`config.mk`:
```
export PLATFORM = sky130hd
export DESIGN_NAME = mxb_core
export DESIGN_NICKNAME = d
export VERILOG_FILES = /design/src/mxb_event_counter.v /design/src/mxb_core.v
export VERILOG_INCLUDE_DIRS = /design/src
export SDC_FILE = /design/constraint.sdc
export NUM_CORES = 1
export LEC_CHECK = 0
export BUFFER_PORTS_ARGS = -buffer_cell sky130_fd_sc_hd__buf_2
export CORE_UTILIZATION = 49
export CTS_CLUSTER_DIAMETER = 60
export DETAILED_ROUTE_END_ITERATION = 12
export GPL_TIMING_DRIVEN = 0
export PLACE_DENSITY = 0.68
export SLEW_MARGIN = 20
export SYNTH_ARGS = -nofsm -noshare
export SYNTH_HDL_FRONTEND = slang
export SYNTH_SLANG_ARGS = --single-unit
```
`constraint.sdc`:
```
create_clock -name i_clk -period 6.55 [get_ports i_clk]
set_input_delay 0.9825 -clock i_clk [delete_from_list [all_inputs] [get_ports i_clk]]
set_output_delay 0.9825 -clock i_clk [all_outputs]
set_load 0.01 [all_outputs]
```
`src/mxb_consts.vh`:
```
/*
  Shared constants for the exchange/XOR core and its bus pin sequencer:
  machine-cycle phases, opcode encodings, address constants, field ranges.
  Assumes it is included by bare name from every design file that needs it.
*/
`ifndef MXB_CONSTS_VH
`define MXB_CONSTS_VH

// Program counter and paging
`define MXB_PC_W        12
`define MXB_PAGE_W      8
`define MXB_PC_ONE      12'h001
`define MXB_RESET_PC    12'h000
`define MXB_INT_VECTOR  12'h003

// Working register bank bases for the alternate bank and the default bank
`define MXB_BANK1_BASE  5'h18
`define MXB_BANK0_BASE  5'h00

// Nibble ranges of a byte
`define MXB_LO_NIB      3:0
`define MXB_HI_NIB      7:4

// Expander nibble commands
`define MXB_EXP_READ    2'h0
`define MXB_EXP_WRITE   2'h1

// Machine-cycle phases, one clock each
`define MXB_PH_ALE      3'h0
`define MXB_PH_ADDR     3'h1
`define MXB_PH_STRB     3'h2
`define MXB_PH_SAMP     3'h3
`define MXB_PH_LAST     3'h4
`define MXB_PH_STEP     3'h1

// Opcodes, partial fields compared against the upper opcode bits
`define MXB_OP_XCH_R    5'h05
`define MXB_OP_XCH_I    7'h10
`define MXB_OP_EXCHANGE_LOW_NIBBLE_OP     7'h18
`define MXB_OP_XRL_R    5'h1B
`define MXB_OP_XRL_I    7'h68
`define MXB_OP_MOV_RA   5'h15
`define MXB_OP_MOVX_RD  7'h40
`define MXB_OP_MOVX_WR  7'h48
`define MXB_OP_MOVD_RD  6'h03
`define MXB_OP_MOVD_WR  6'h0F

// Opcodes, full byte
`define MXB_OP_XRL_IMM  8'hD3
`define MXB_OP_MOV_IMM  8'h23
`define MXB_OP_EN_I     8'h05
`define MXB_OP_DIS_I    8'h15
`define MXB_OP_SEL_RB0  8'hC5
`define MXB_OP_SEL_RB1  8'hD5
`define MXB_OP_ENT0     8'h75
`define MXB_OP_STRT_CNT 8'h45
`define MXB_OP_STOP_CNT 8'h65
`define MXB_OP_JT0      8'h36
`define MXB_OP_JUMP_IF_TEST0_LOW     8'h26
`define MXB_OP_JT1      8'h56
`define MXB_OP_JUMP_IF_TEST1_LOW     8'h46
`define MXB_OP_JNI      8'h86
`define MXB_OP_OUTL     8'h02
`define MXB_OP_INS      8'h08
`define MXB_OP_RETR     8'h93

`endif

```
`src/mxb_event_counter.v`:
```
/*
  Event counter that advances on each high-to-low transition of its input
  while enabled.
  Assumes the event input is synchronous to i_clk.
*/
`timescale 1ns/10ps
`include "mxb_consts.vh"

module mxb_event_counter #(
  parameter CNT_W = 8
)(
  input  wire             i_clk,
  input  wire             i_rstn,
  input  wire             i_enable,
  input  wire             i_event,
  output wire [CNT_W-1:0] o_count
);

  reg             prev_reg;
  reg [CNT_W-1:0] count_reg;

  assign o_count = count_reg;

  always @(posedge i_clk or negedge i_rstn)
  begin
    if (!i_rstn)
    begin
      prev_reg  <= 1'b0;
      count_reg <= {CNT_W{1'b0}};
    end
    else
    begin
      prev_reg <= i_event;
      if (i_enable && prev_reg && !i_event)
        count_reg <= count_reg + {{(CNT_W-1){1'b0}}, 1'b1};
    end
  end

endmodule

```
`src/mxb_core.v`:
```
/*
  Core sequencer: exchange and XOR operations on the accumulator, a small
  control subset, and the external pin protocol (multiplexed data port,
  high address nibble, address latch, read, write, fetch and expander strobes).
  Assumes all pin inputs are synchronous to i_clk and that the internal
  program store answers combinationally on i_expander_strobe_rom_data.
*/
`timescale 1ns/10ps
`include "mxb_consts.vh"

module mxb_core #(
  parameter                  RAM_AW    = 6,
  parameter [`MXB_PC_W:0]    ROM_DEPTH = 13'h0400,
  parameter                  CNT_W     = 8
)(
  input  wire                  i_clk,
  input  wire                  i_rstn,
  input  wire [7:0]            i_data_port_lines,
  output reg  [7:0]            o_data_port_lines,
  output reg                   o_data_port_lines_oe,
  input  wire [3:0]            i_high_nibble_lines,
  output reg  [3:0]            o_high_nibble_lines,
  output reg                   o_high_nibble_lines_oe,
  output reg                   o_address_latch,
  output reg                   o_program_fetch_strobe_n,
  output reg                   o_read_strobe_n,
  output reg                   o_write_strobe_n,
  output reg                   o_expander_strobe,
  input  wire                  i_test_input_zero,
  output reg                   o_test_input_zero,
  output reg                   o_test_input_zero_oe,
  input  wire                  i_test_input_one,
  input  wire                  i_interrupt_n,
  input  wire                  i_single_step_n,
  input  wire                  i_external_fetch_force,
  output wire [`MXB_PC_W-1:0]  o_expander_strobe_rom_addr,
  input  wire [7:0]            i_expander_strobe_rom_data,
  output wire [7:0]            o_accumulator,
  output wire [CNT_W-1:0]      o_event_count
);

  localparam ST_FETCH = 3'b001;
  localparam ST_EXEC2 = 3'b010;
  localparam ST_HALT  = 3'b100;

  reg  [2:0]            state_reg;
  reg  [2:0]            state_next;
  reg  [2:0]            phase_reg;
  reg  [`MXB_PC_W-1:0]  pc_reg;
  reg  [`MXB_PC_W-1:0]  pc_next;
  reg  [`MXB_PC_W-1:0]  pc_seq;
  reg  [`MXB_PC_W-1:0]  ret_pc_reg;
  reg  [7:0]            acc_reg;
  reg  [7:0]            acc_next;
  reg  [7:0]            op_reg;
  reg                   bank_reg;
  reg                   ret_bank_reg;
  reg                   int_en_reg;
  reg                   in_service_reg;
  reg  [7:0]            bus_latch_reg;
  reg                   bus_static_reg;
  reg                   clk_out_en_reg;
  reg                   cnt_en_reg;
  reg                   ram_we;
  reg  [RAM_AW-1:0]     ram_waddr;
  reg  [7:0]            ram_wdata;
  reg  [7:0]            bus_d;
  reg                   bus_oe;
  reg  [3:0]            nib_d;
  reg                   nib_oe;
  reg  [7:0]            ram [0:(1<<RAM_AW)-1];

  wire st_fetch  = state_reg[0];
  wire st_exec2  = state_reg[1];
  wire st_halt   = state_reg[2];
  wire ph_last   = (phase_reg == `MXB_PH_LAST);
  wire addr_ph   = (phase_reg == `MXB_PH_ALE) || (phase_reg == `MXB_PH_ADDR);
  wire strobe_ph = (phase_reg == `MXB_PH_STRB) || (phase_reg == `MXB_PH_SAMP);

  // External access is not latched per cycle; it must be held static while running
  wire fetch_ext = i_external_fetch_force || ({1'b0, pc_reg} >= ROM_DEPTH);
  wire [7:0] fetch_byte = fetch_ext ? i_data_port_lines : i_expander_strobe_rom_data;
  wire [7:0] cur_op     = st_fetch ? fetch_byte : op_reg;

  wire is_xch_r   = (cur_op[7:3] == `MXB_OP_XCH_R);
  wire is_xch_i   = (cur_op[7:1] == `MXB_OP_XCH_I);
  wire is_exchange_low_nibble_op    = (cur_op[7:1] == `MXB_OP_EXCHANGE_LOW_NIBBLE_OP);
  wire is_xrl_r   = (cur_op[7:3] == `MXB_OP_XRL_R);
  wire is_xrl_i   = (cur_op[7:1] == `MXB_OP_XRL_I);
  wire is_mov_ra  = (cur_op[7:3] == `MXB_OP_MOV_RA);
  wire is_movx_rd = (cur_op[7:1] == `MXB_OP_MOVX_RD);
  wire is_movx_wr = (cur_op[7:1] == `MXB_OP_MOVX_WR);
  wire is_movd_rd = (cur_op[7:2] == `MXB_OP_MOVD_RD);
  wire is_movd_wr = (cur_op[7:2] == `MXB_OP_MOVD_WR);
  wire is_outl    = (cur_op == `MXB_OP_OUTL);
  wire is_ins     = (cur_op == `MXB_OP_INS);
  wire is_jump    = (cur_op == `MXB_OP_JT0) || (cur_op == `MXB_OP_JUMP_IF_TEST0_LOW) || (cur_op == `MXB_OP_JT1) ||
                    (cur_op == `MXB_OP_JUMP_IF_TEST1_LOW) || (cur_op == `MXB_OP_JNI);
  wire needs_imm  = (cur_op == `MXB_OP_XRL_IMM) || (cur_op == `MXB_OP_MOV_IMM) || is_jump;
  wire is_bus2    = is_movx_rd || is_movx_wr || is_outl || is_ins || is_movd_rd || is_movd_wr;
  wire two_cycle  = needs_imm || is_bus2;

  wire jump_taken = ((cur_op == `MXB_OP_JT0)  &&  i_test_input_zero) ||
                    ((cur_op == `MXB_OP_JUMP_IF_TEST0_LOW) && !i_test_input_zero) ||
                    ((cur_op == `MXB_OP_JT1)  &&  i_test_input_one)  ||
                    ((cur_op == `MXB_OP_JUMP_IF_TEST1_LOW) && !i_test_input_one)  ||
                    ((cur_op == `MXB_OP_JNI)  && !i_interrupt_n);

  // Cycle kinds; each strobe belongs to exactly one kind, so they cannot overlap
  wire cyc_fetch_ext = (st_fetch || (st_exec2 && needs_imm)) && fetch_ext;
  wire cyc_rd        = st_exec2 && (is_movx_rd || is_ins);
  wire cyc_wr        = st_exec2 && (is_movx_wr || is_outl);
  wire cyc_movx      = st_exec2 && (is_movx_rd || is_movx_wr);
  wire cyc_exp       = st_exec2 && (is_movd_rd || is_movd_wr);

  wire exec1     = ph_last && st_fetch && !two_cycle;
  wire exec2     = ph_last && st_exec2;
  wire end_instr = exec1 || exec2;
  wire irq_take  = int_en_reg && !in_service_reg && !i_interrupt_n;

  wire [4:0] bank_base = bank_reg ? `MXB_BANK1_BASE : `MXB_BANK0_BASE;
  wire [RAM_AW-1:0] wreg_addr = {{(RAM_AW-5){1'b0}}, bank_base | {2'h0, cur_op[2:0]}};
  wire [RAM_AW-1:0] ptr_addr  = {{(RAM_AW-5){1'b0}}, bank_base | {4'h0, cur_op[0]}};
  wire [7:0]        wreg_val  = ram[wreg_addr];
  wire [7:0]        ptr_val   = ram[ptr_addr];
  wire [RAM_AW-1:0] ind_addr  = ptr_val[RAM_AW-1:0];
  wire [7:0]        ind_val   = ram[ind_addr];

  assign o_expander_strobe_rom_addr = pc_reg;
  assign o_accumulator   = acc_reg;

  // Sequencing: next program counter and state
  always @*
  begin
    state_next = state_reg;
    pc_seq     = pc_reg;
    if (st_halt)
    begin
      if (i_single_step_n)
        state_next = ST_FETCH;
    end
    else if (ph_last)
    begin
      case (state_reg)
        ST_FETCH:
        begin
          pc_seq = pc_reg + `MXB_PC_ONE;
          if (two_cycle)
            state_next = ST_EXEC2;
          else if (cur_op == `MXB_OP_RETR)
            pc_seq = ret_pc_reg;
        end
        ST_EXEC2:
        begin
          state_next = ST_FETCH;
          if (needs_imm)
            pc_seq = pc_reg + `MXB_PC_ONE;
          if (is_jump && jump_taken)
            pc_seq = {pc_reg[`MXB_PC_W-1:`MXB_PAGE_W], fetch_byte};
        end
        default:
          state_next = ST_FETCH;
      endcase
      if (end_instr && !irq_take && !i_single_step_n)
        state_next = ST_HALT;
    end
    pc_next = (end_instr && irq_take) ? `MXB_INT_VECTOR : pc_seq;
  end

  // Data path: accumulator and internal memory write
  always @*
  begin
    acc_next  = acc_reg;
    ram_we    = 1'b0;
    ram_waddr = wreg_addr;
    ram_wdata = acc_reg;
    if (exec1)
    begin
      if (is_xch_r)
      begin
        acc_next = wreg_val;
        ram_we   = 1'b1;
      end
      else if (is_xch_i)
      begin
        acc_next  = ind_val;
        ram_we    = 1'b1;
        ram_waddr = ind_addr;
      end
      else if (is_exchange_low_nibble_op)
      begin
        acc_next  = {acc_reg[`MXB_HI_NIB], ind_val[`MXB_LO_NIB]};
        ram_we    = 1'b1;
        ram_waddr = ind_addr;
        ram_wdata = {ind_val[`MXB_HI_NIB], acc_reg[`MXB_LO_NIB]};
      end
      else if (is_xrl_r)
        acc_next = acc_reg ^ wreg_val;
      else if (is_xrl_i)
        acc_next = acc_reg ^ ind_val;
      else if (is_mov_ra)
        ram_we = 1'b1;
    end
    else if (exec2)
    begin
      if (cur_op == `MXB_OP_XRL_IMM)
        acc_next = acc_reg ^ fetch_byte;
      else if (cur_op == `MXB_OP_MOV_IMM)
        acc_next = fetch_byte;
      else if (is_movx_rd || is_ins)
        acc_next = i_data_port_lines;
      else if (is_movd_rd)
        acc_next = {4'h0, i_high_nibble_lines};
    end
  end

  always @(posedge i_clk)
  begin
    if (ram_we)
      ram[ram_waddr] <= ram_wdata;
  end

  // Pin drive before the output flops; outputs lag this by one clock
  always @*
  begin
    bus_d  = bus_latch_reg;
    bus_oe = bus_static_reg;
    nib_d  = pc_reg[`MXB_PC_W-1:`MXB_PAGE_W];
    nib_oe = 1'b0;
    if (cyc_fetch_ext)
    begin
      bus_d  = pc_reg[`MXB_PAGE_W-1:0];
      bus_oe = addr_ph;
      nib_oe = 1'b1;
    end
    else if (cyc_movx)
    begin
      bus_d  = addr_ph ? ptr_val : acc_reg;
      bus_oe = addr_ph || cyc_wr;
    end
    else if (cyc_wr)
    begin
      bus_d  = acc_reg;
      bus_oe = 1'b1;
    end
    else if (cyc_rd)
      bus_oe = 1'b0;
    if (cyc_exp)
    begin
      nib_oe = addr_ph || is_movd_wr;
      nib_d  = addr_ph ? {(is_movd_wr ? `MXB_EXP_WRITE : `MXB_EXP_READ), op_reg[1:0]} : acc_reg[`MXB_LO_NIB];
    end
  end

  always @(posedge i_clk or negedge i_rstn)
  begin
    if (!i_rstn)
    begin
      state_reg                <= ST_FETCH;
      phase_reg                <= `MXB_PH_ALE;
      pc_reg                   <= `MXB_RESET_PC;
      ret_pc_reg               <= `MXB_RESET_PC;
      acc_reg                  <= 8'h00;
      op_reg                   <= 8'h00;
      bank_reg                 <= 1'b0;
      ret_bank_reg             <= 1'b0;
      int_en_reg               <= 1'b0;
      in_service_reg           <= 1'b0;
      bus_latch_reg            <= 8'h00;
      bus_static_reg           <= 1'b0;
      clk_out_en_reg           <= 1'b0;
      cnt_en_reg               <= 1'b0;
      o_data_port_lines        <= 8'h00;
      o_data_port_lines_oe     <= 1'b0;
      o_high_nibble_lines      <= 4'h0;
      o_high_nibble_lines_oe   <= 1'b0;
      o_address_latch          <= 1'b0;
      o_program_fetch_strobe_n <= 1'b1;
      o_read_strobe_n          <= 1'b1;
      o_write_strobe_n         <= 1'b1;
      o_expander_strobe        <= 1'b1;
      o_test_input_zero        <= 1'b0;
      o_test_input_zero_oe     <= 1'b0;
    end
    else
    begin
      state_reg <= state_next;
      pc_reg    <= pc_next;
      acc_reg   <= acc_next;
      if (!st_halt)
        phase_reg <= ph_last ? `MXB_PH_ALE : phase_reg + `MXB_PH_STEP;
      if (ph_last && st_fetch)
        op_reg <= fetch_byte;
      if (exec1)
      begin
        case (cur_op)
          `MXB_OP_EN_I:     int_en_reg <= 1'b1;
          `MXB_OP_DIS_I:    int_en_reg <= 1'b0;
          `MXB_OP_SEL_RB0:  bank_reg <= 1'b0;
          `MXB_OP_SEL_RB1:  bank_reg <= 1'b1;
          `MXB_OP_ENT0:     clk_out_en_reg <= 1'b1;
          `MXB_OP_STRT_CNT: cnt_en_reg <= 1'b1;
          `MXB_OP_STOP_CNT: cnt_en_reg <= 1'b0;
          `MXB_OP_RETR:
          begin
            in_service_reg <= 1'b0;
            bank_reg       <= ret_bank_reg;
          end
          default:          bank_reg <= bank_reg;
        endcase
      end
      if (exec2 && is_outl)
      begin
        bus_latch_reg  <= acc_reg;
        bus_static_reg <= 1'b1;
      end
      else if ((exec2 && is_movx_rd) || (exec2 && is_movx_wr) || (ph_last && cyc_fetch_ext))
        bus_static_reg <= 1'b0;
      if (end_instr && irq_take)
      begin
        in_service_reg <= 1'b1;
        ret_pc_reg     <= pc_seq;
        ret_bank_reg   <= bank_reg;
      end
      o_data_port_lines        <= bus_d;
      o_data_port_lines_oe     <= bus_oe;
      o_high_nibble_lines      <= nib_d;
      o_high_nibble_lines_oe   <= nib_oe;
      o_address_latch          <= st_halt || (phase_reg == `MXB_PH_ALE);
      o_program_fetch_strobe_n <= !(cyc_fetch_ext && strobe_ph);
      o_read_strobe_n          <= !(cyc_rd && strobe_ph);
      o_write_strobe_n         <= !(cyc_wr && strobe_ph);
      // Write data stays driven for one clock after the strobe release edge: a one-clock hold
      o_expander_strobe        <= !(cyc_exp && strobe_ph);
      o_test_input_zero        <= st_halt || (phase_reg == `MXB_PH_ALE);
      o_test_input_zero_oe     <= clk_out_en_reg;
    end
  end

  mxb_event_counter #(
    .CNT_W (CNT_W)
  ) u_event_counter (
    .i_clk    (i_clk),
    .i_rstn   (i_rstn),
    .i_enable (cnt_en_reg),
    .i_event  (i_test_input_one),
    .o_count  (o_event_count)
  );

endmodule

```
==> summary.md, run 1 <==
| Metric | Value |
|---|---|
| Slew Limit Fails | `0` |
| PD cells | `about 400 nW/um2` |
| Period utilization | `101%` |
| Critical Path AT | `about 6.9 ns` |
| CORE AREA | `around 57000 um2` |
| Largest family of logic cells by synthesized area | `compound AO/OA/AOI/OAI gates` |
| Met1 Usage GRT | `a little under half` |
| DRT antenna net count | `0` |
| Critical Path RT | `~6.8 ns` |
| Switching share of power | `between 30% and 40%` |
| Clock transition at path regs | `around 0.060 ns` |
| Internal Power | `8.18 mW` |
| Final hold slack | `~0.20 ns` |
| I/O pin total | `76` |
| Total GRT Usage | `between 30% and 40%` |
| Setup_tns | `-0.558 ns` |
| Yosys warns | `0` |
| Initial Util | `between 50% and 60%` |
| Worst-Margin Slew | `1.12 ns` |
| Crit end category | `flip-flop` |
| RSZ-0062 raised after global routing | `true` |
| Post-synth EDFFs | `512` |
| Mapped Cells | `roughly 2200` |
| Global-route met2 utilization | `53.4%` |
| Setup Crit Path Kind | `reg2reg` |
| Vias in the first global route | `about 20000` |
| Placed Cells | `around 3100` |
| Status | `complete, but fails checks` |
| Post-route DRC | `0` |
| Root Driver | `clkbuf_16` |
| Drt via density | `approximately 6.8` |
| Cts hold-fix bufs | `0` |
| Initial antenna violation count | `4` |
| Post-synth ARST share | `about 15%` |
| Final Hold Viols | `0` |
| FILL cells | `4644` |
| Sequential share of power | `39.6%` |
| Die width | `around 240 um` |
| Net count of the mapped netlist | `around 2300` |
| Largest area contributor in the netlist | `edfxtp_1` |
| Area delta synth->final | `13.6%` |
| Slowest stage delay, CP | `between 1 and 1.5 ns` |
| Post-synthesis mux area share | `about a tenth` |
| Routability Congestion | `around 1.0` |
| Net switching power | `around 4.8 mW` |
| Setup Skew | `about 0.033 ns` |
| Sequential share of the synthesized area | `62.1%` |
| Synth cell types | `85` |
| Total number of vias | `between 20000 and 25000` |
| Most Used Layer, Global Route | `met2` |
| DR iter-0 viols | `~3300` |
| Pre-Repair DR Iteration Count | `9` |
| Largest net degree at the start of global routing | `74` |
| FP Rows | `87` |
| CTS H-Tree Depth | `3` |
| Latest clock arrival within the worst-skew pair | `approximately 0.64 ns` |
| Most frequent cells in the layout | `512 x edfxtp_1, 325 x nand2_1, 146 x nor2_1` |
| Drt wl/cell | `32.0 um` |
| Count of final setup violators | `24` |
| Startpoint Class | `flip-flop` |
| Adder-cell share of the synthesized area | `0.308%` |
| Clock power frac | `a little under a third` |
| CTS tree | `done` |
| CP max FO | `10` |
| Clock Tree Buf Depth | `3` |
| Antenna cell count | `0` |
| Post-layout min period | `~6.6 ns` |
| Slowest CP cell | `nor2_1` |
| CP most frequent cell | `buf_2` |
| Final setup margin | `-0.0608 ns` |
| Post-Synth Simple-Gate Area | `about an eighth` |
| Most common cell after layout, fill and taps aside | `edfxtp_1` |
| Synth Cell Area | `28400 um2` |
| Worst hold path class | `in2async` |
| Post-DP HPWL | `between 70000 and 80000 um` |
| Worst reg2reg path depth | `13` |
| Die height | `243 um` |
| Max frequency | `~0.15 GHz` |
| Routed WL | `102000 um` |
| Comb pwr share | `between 30% and 40%` |
| First-pass GRT wire length | `146000 um` |
| Synth Flop Type | `edfxtp_1` |
| Total global routing overflow | `0` |
| CTS buffer count | `67` |
| Compound-Gate Fraction of Synth Area | `around an eighth` |
| Synth area leaders | `edfxtp_1 54%, dfrtp_1 7.5%, mux4_2 6.6%, nand2_1 4.3%, nor2_1 2.3%` |
| Met3 usage | `9.25%` |
| Yosys top cell area share | `between 50% and 60%` |
| CTS sink cnt | `602` |
| Synth Area in XOR/XNOR | `0.801%` |
| Post-layout nets | `2411` |
| Leak | `approximately 11 nW` |
| #FFs+latches synth | `602` |
| Die ar. | `~60000 um2` |
| Max-Cap Viols | `0` |
| Maximum VDD drop | `between 200 and 300 uV` |
| Share of layout cells above drive strength 1 | `between 10% and 20%` |
| Max-slew headroom at the worst pin | `roughly a quarter` |
| Syn Area/Cell | `12.8 um2` |
| Violated checks | `negative setup slack` |
| Port bufs | `75` |
| Crit path cell chain | `buf_2, inv_1, clkbuf_1, o31ai_4, buf_2, mux2_2, buf_2, buf_2, clkbuf_1, a22oi_1, nor2_1, nand3b_1, nor2_1` |
| Number of flip-flops in the largest register | `512` |
| Pre-CTS WS | `-0.777 ns` |
| Non-filler cells, final | `~3200` |
worst max-delay path, delay by kind of cell (launching register included):
family	cells	cell delay, ns
mux	1	0.36
buf+inv	7	2.46
compound gates	2	0.72
simple gates	3	2.15
flops	1	0.51
layer usage:
metal  routed length, um  vias up
met5                  35        -
met4                5590        6
met3               12300      291
met2               46300     1617
met1               37600    10700
li1                    -     8963
logic make-up after synthesis:
family          count (synthesis)
compound gates                509
buf+inv                       165
flops                         602
xor+xnor                       26
simple gates                  741
fa+ha+maj                       7
mux                           178
power groups by stage:
| stage | Sequential [mW] | Combinational (mW) | Clock, mW |
|---|---|---|---|
| 6_report | 5.13 | 3.91 | 3.90 |
| 5_1_grt | 5.16 | 4.05 | 4.06 |
| 4_1_cts | 5.13 | 3.77 | 3.92 |
| 3_5_place_dp | 5.21 | 3.75 | 0 |
| 3_3_place_gp | 5.25 | 3.61 | 0 |
| 2_1_floorplan | 5.09 | 2.16 | 0 |
stage by stage:
step	utilization (%)	total power, mW	instance area, um2
floorplan	-	7.25	28400
global placement	52.3	8.87	29700
detailed placement	52.6	8.96	29900
CTS	56.7	12.8	32200
global route	56.8	13.3	32300
finish	56.8	12.9	32300
synthesized netlist by cell type, types with 21 or more instances:
master	count
a21oi_1	62
a22oi_1	27
a31oi_1	54
and3_1	21
buf_2	49
clkbuf_1	56
dfrtp_1	85
edfxtp_1	512
inv_1	22
mux2_2	37
mux2i_1	56
mux4_2	83
nand2_1	325
nand3_1	105
nor2_1	172
o211ai_1	51
o21ai_0	117
o221ai_1	25
o22ai_1	29
final timing paths:
kind / start / end / slack, ns
worst max-delay path: state_reg[0] / ram[58][5] / -0.06
worst min-delay path: i_rstn / o_accumulator[5] / 0.20
worst max register to register: state_reg[0] / ram[58][5] / -0.06
worst min register to register: clk_out_en_reg / o_test_input_zero_oe / 0.38
max in group asynchronous: i_rstn / o_accumulator[2] / 5.71
min in group i_clk: clk_out_en_reg / o_test_input_zero_oe / 0.38
final cells by class:
class | count | area, um2 | area share (%)
buffer | 143 | 688 | 2.13
clock buffer | 81 | 1740 | 5.39
clock inverter | 41 | 544 | 1.69
inverter | 22 | 82.6 | 0.256
multi-input combinational | 1461 | 10200 | 31.5
sequential | 602 | 17600 | 54.7
tap | 756 | 946 | 2.93
timing repair buffer | 80 | 479 | 1.48
what timing repair did:
| item | in CTS | in global routing |
|---|---|---|
| hold endpoints to repair | 0 | 0 |
| setup buffers | 0 | 0 |
| endpoints found under the setup margin | 56 | 331 |
| gates resized for setup | 5 | 24 |
No activity file was read; power rests on OpenSTA's default activity.
==> inputs of run 2 (changes only) <==
- CELL_PAD_IN_SITES_DETAIL_PLACEMENT: unset -> 1
- CELL_PAD_IN_SITES_GLOBAL_PLACEMENT: unset -> 2
- CORE_UTILIZATION: 49 -> 40
- PLACE_DENSITY: 0.68 -> unset
- PLACE_DENSITY_LB_ADDON: unset -> 0.1
==> run 2 against run 1 <==
  * The run still ends with negative setup slack left
  * Worst setup slack worse by 0.062 ns
  * Largest cell class unchanged
  * Clock power is 3% higher
  * Hold slack improved by 0.11 ns
  * Clock skew is 0.0019 ns lower
  * Sequential share of layout area is 0.85 points lower
  * Critical endpoint is now ram[26][7]
  * Non-clock buffer count rose by 5
  * Clock-buffer cell count is 7 higher
  * Global-route usage fell by 2.4 points
  * Die area grew 22%
==> summary.md, run 2 (synthesis gave the netlist of run 1 again) <==
| Metric | Value |
|---|---|
| Clock transition at path regs | `0.06 ns (about the same)` |
| Clock power frac | `30.3% (was 30.2%)` |
| Initial Util | `40.5% (was 50.0%)` |
| Critical Path RT | `6.80 ns (was 6.79 ns)` |
| DR iter-0 viols | `2684 (was 3290)` |
| Root Driver | `clkbuf_16 (unchanged)` |
| Period utilization | `102% (was 101%)` |
| Share of layout cells above drive strength 1 | `19.8% (was 18.1%)` |
| I/O pin total | `76 (unchanged)` |
| Routability Congestion | `0.942 (was 1.04)` |
| Count of final setup violators | `54 (was 24)` |
| Post-layout nets | `2422 (was 2411)` |
| Area delta synth->final | `15.4% (was 13.6%)` |
| Die ar. | `72100 um2 (was 59000 um2)` |
| Die width | `269 um (was 243 um)` |
| Routed WL | `115000 um (was 102000 um)` |
| Maximum VDD drop | `268 uV (was 273 uV)` |
| Most common cell after layout, fill and taps aside | `edfxtp_1 (unchanged)` |
| Comb pwr share | `31.8% (was 30.2%)` |
| Worst hold path class | `in2async (unchanged)` |
| Internal Power | `8.27 mW (was 8.18 mW)` |
| Post-layout min period | `6.67 ns (was 6.61 ns)` |
| RSZ-0062 raised after global routing | `true (unchanged)` |
| Max-slew headroom at the worst pin | `17.7% (was 24.7%)` |
| Drt wl/cell | `33.9 um (was 32.0 um)` |
| Sequential share of power | `38.0% (was 39.6%)` |
| Switching share of power | `37.7% (was 36.8%)` |
| Placed Cells | `3253 (was 3064)` |
| Port bufs | `75 (unchanged)` |
| Setup_tns | `-3.28 ns (was -0.558 ns)` |
| CP max FO | `10 (unchanged)` |
| Setup Crit Path Kind | `reg2reg (unchanged)` |
| Post-CTS setup buffers | `0 (unchanged)` |
| Final setup margin | `-0.123 ns (was -0.0608 ns)` |
| CTS H-Tree Depth | `3 (unchanged)` |
| Pre-Repair DR Iteration Count | `5 (was 9)` |
| CTS buffer count | `73 (was 67)` |
| Crit end category | `flip-flop (unchanged)` |
| Worst-Margin Slew | `1.22 ns (was 1.12 ns)` |
| Max-Cap Viols | `0 (unchanged)` |
| PD cells | `405 nW/um2 (was 401 nW/um2)` |
| DRT antenna net count | `0 (unchanged)` |
| Cts hold-fix bufs | `0 (unchanged)` |
| Vias in the first global route | `21600 (was 20500)` |
| Post-CTS sizing | `19 (was 5)` |
| Net switching power | `5.01 mW (was 4.76 mW)` |
| Largest net degree at the start of global routing | `67 (was 74)` |
| CORE AREA | `70100 um2 (was 56800 um2)` |
| FP Rows | `97 (was 87)` |
| Total GRT Usage | `32.1% (was 34.5%)` |
| Post-route DRC | `0 (unchanged)` |
| Violated checks | `negative setup slack (unchanged)` |
| Total global routing overflow | `0 (unchanged)` |
| Final Hold Viols | `0 (unchanged)` |
| Leak | `11.3 nW (was 11.2 nW)` |
| Max frequency | `0.150 GHz (was 0.151 GHz)` |
| Number of flip-flops in the largest register | `512 (unchanged)` |
| Startpoint Class | `flip-flop (unchanged)` |
| Non-filler cells, final | `3387 (was 3186)` |
| First-pass GRT wire length | `162000 um (was 146000 um)` |
| Post-DP HPWL | `81800 um (was 70400 um)` |
| CTS sink cnt | `602 (unchanged)` |
| Initial antenna violation count | `2 (was 4)` |
| Slew Limit Fails | `0 (unchanged)` |
| Drt via density | `6.32 (was 6.77)` |
| Clock Tree Buf Depth | `3 (unchanged)` |
| Setup Skew | `0.0315 ns (was 0.0334 ns)` |
| Die height | `269 um (was 243 um)` |
| Most frequent cells in the layout | `512 x edfxtp_1, 325 x nand2_1, 124 x buf_2 (was 512 x edfxtp_1, 325 x nand2_1, 146 x nor2_1)` |
| Latest clock arrival within the worst-skew pair | `0.64 ns (about the same)` |
| CTS tree | `done (unchanged)` |
| Status | `complete, but fails checks (unchanged)` |
| Total number of vias | `21400 (was 21600)` |
| Critical Path AT | `6.92 ns (was 6.85 ns)` |
## run 2: cell count changes in the layout (fill, tap and decap cells not counted), moves of 4 or more
| cell | delta |
|---|---|
| inv_6 | +4 |
| clkbuf_16 | +8 |
| clkinv_1 | +5 |
| bufinv_16 | -4 |
| clkinv_2 | +6 |
| nor2_2 | +26 |
| nor2_1 | -29 |
| clkinvlp_4 | -4 |
## run 2: stage by stage
stage	setup WS, ns	utilization [%]	hold WS (ns)	area (um2)	power [mW]
CTS	-0.167	46.6	0.309	32700	13.3
global route	-0.210	46.8	0.328	32800	13.7
floorplan	0.942	-	0.355	28400	7.25
global placement	-3.11	42.7	0.380	30000	9.10
detailed placement	-0.944	43.1	0.392	30300	9.26
finish	-0.123	46.8	0.305	32800	13.3
## run 2: layer usage
| layer | share of wire (%) | vias up | wire length (um) | track usage (%) |
|---|---|---|---|---|
| met1 | 40 | 11100 | 46100 | 41.8 |
| met4 | 5.5 | 0 | 6320 | 16.1 |
| met3 | 7.5 | 240 | 8630 | 5.92 |
| met2 | 47 | 1004 | 53900 | 51.6 |
| met5 | 0 | - | 0 | 0 |
| li1 | - | 8999 | - | - |
## run 2: worst paths after layout
path	startpoint	end	slack, ns	cells past startpoint
worst max-delay path	state_reg[0]	ram[26][7]	-0.12	13
worst min-delay path	i_rstn	op_reg[4]	0.30	1
worst max register to register	state_reg[0]	ram[26][7]	-0.12	13
worst min register to register	clk_out_en_reg	o_test_input_zero_oe	0.41	0
max in group asynchronous	i_rstn	o_program_fetch_strobe_n	5.58	2
min in group i_clk	clk_out_en_reg	o_test_input_zero_oe	0.41	0
## run 2: power groups by stage
stage / clock network, mW / registers, mW / logic, mW
global placement: 0 / 5.28 / 3.82
finish: 4.02 / 5.05 / 4.22
global route: 4.18 / 5.06 / 4.41
detailed placement: 0 / 5.12 / 4.14
floorplan: 0 / 5.09 / 2.16
CTS: 4.06 / 5.04 / 4.17
## run 2: critical path, cell delays in order, from the launching register on
cell and delay, ns:
dfstp_2 0.51, buf_2 0.26, inv_1 0.10, clkbuf_1 0.33, o31ai_4 0.57, buf_2 0.46
mux2_2 0.33, buf_2 0.29, buf_2 0.36, clkbuf_1 0.75, a22oi_1 0.23, nor2_1 0.32
nand3b_1 0.78, nor2_2 0.96
## run 2: layout make-up
cell class	count	area (um2)
Multi-Input combinational cell	1461	10300
Clock inverter	45	404
Tap cell	940	1180
Timing Repair Buffer	85	567
Inverter	22	82.6
Antenna cell	1	2.50
Fill cell	7302	37400
Clock buffer	88	1940
Buffer	143	688
Sequential cell	602	17600
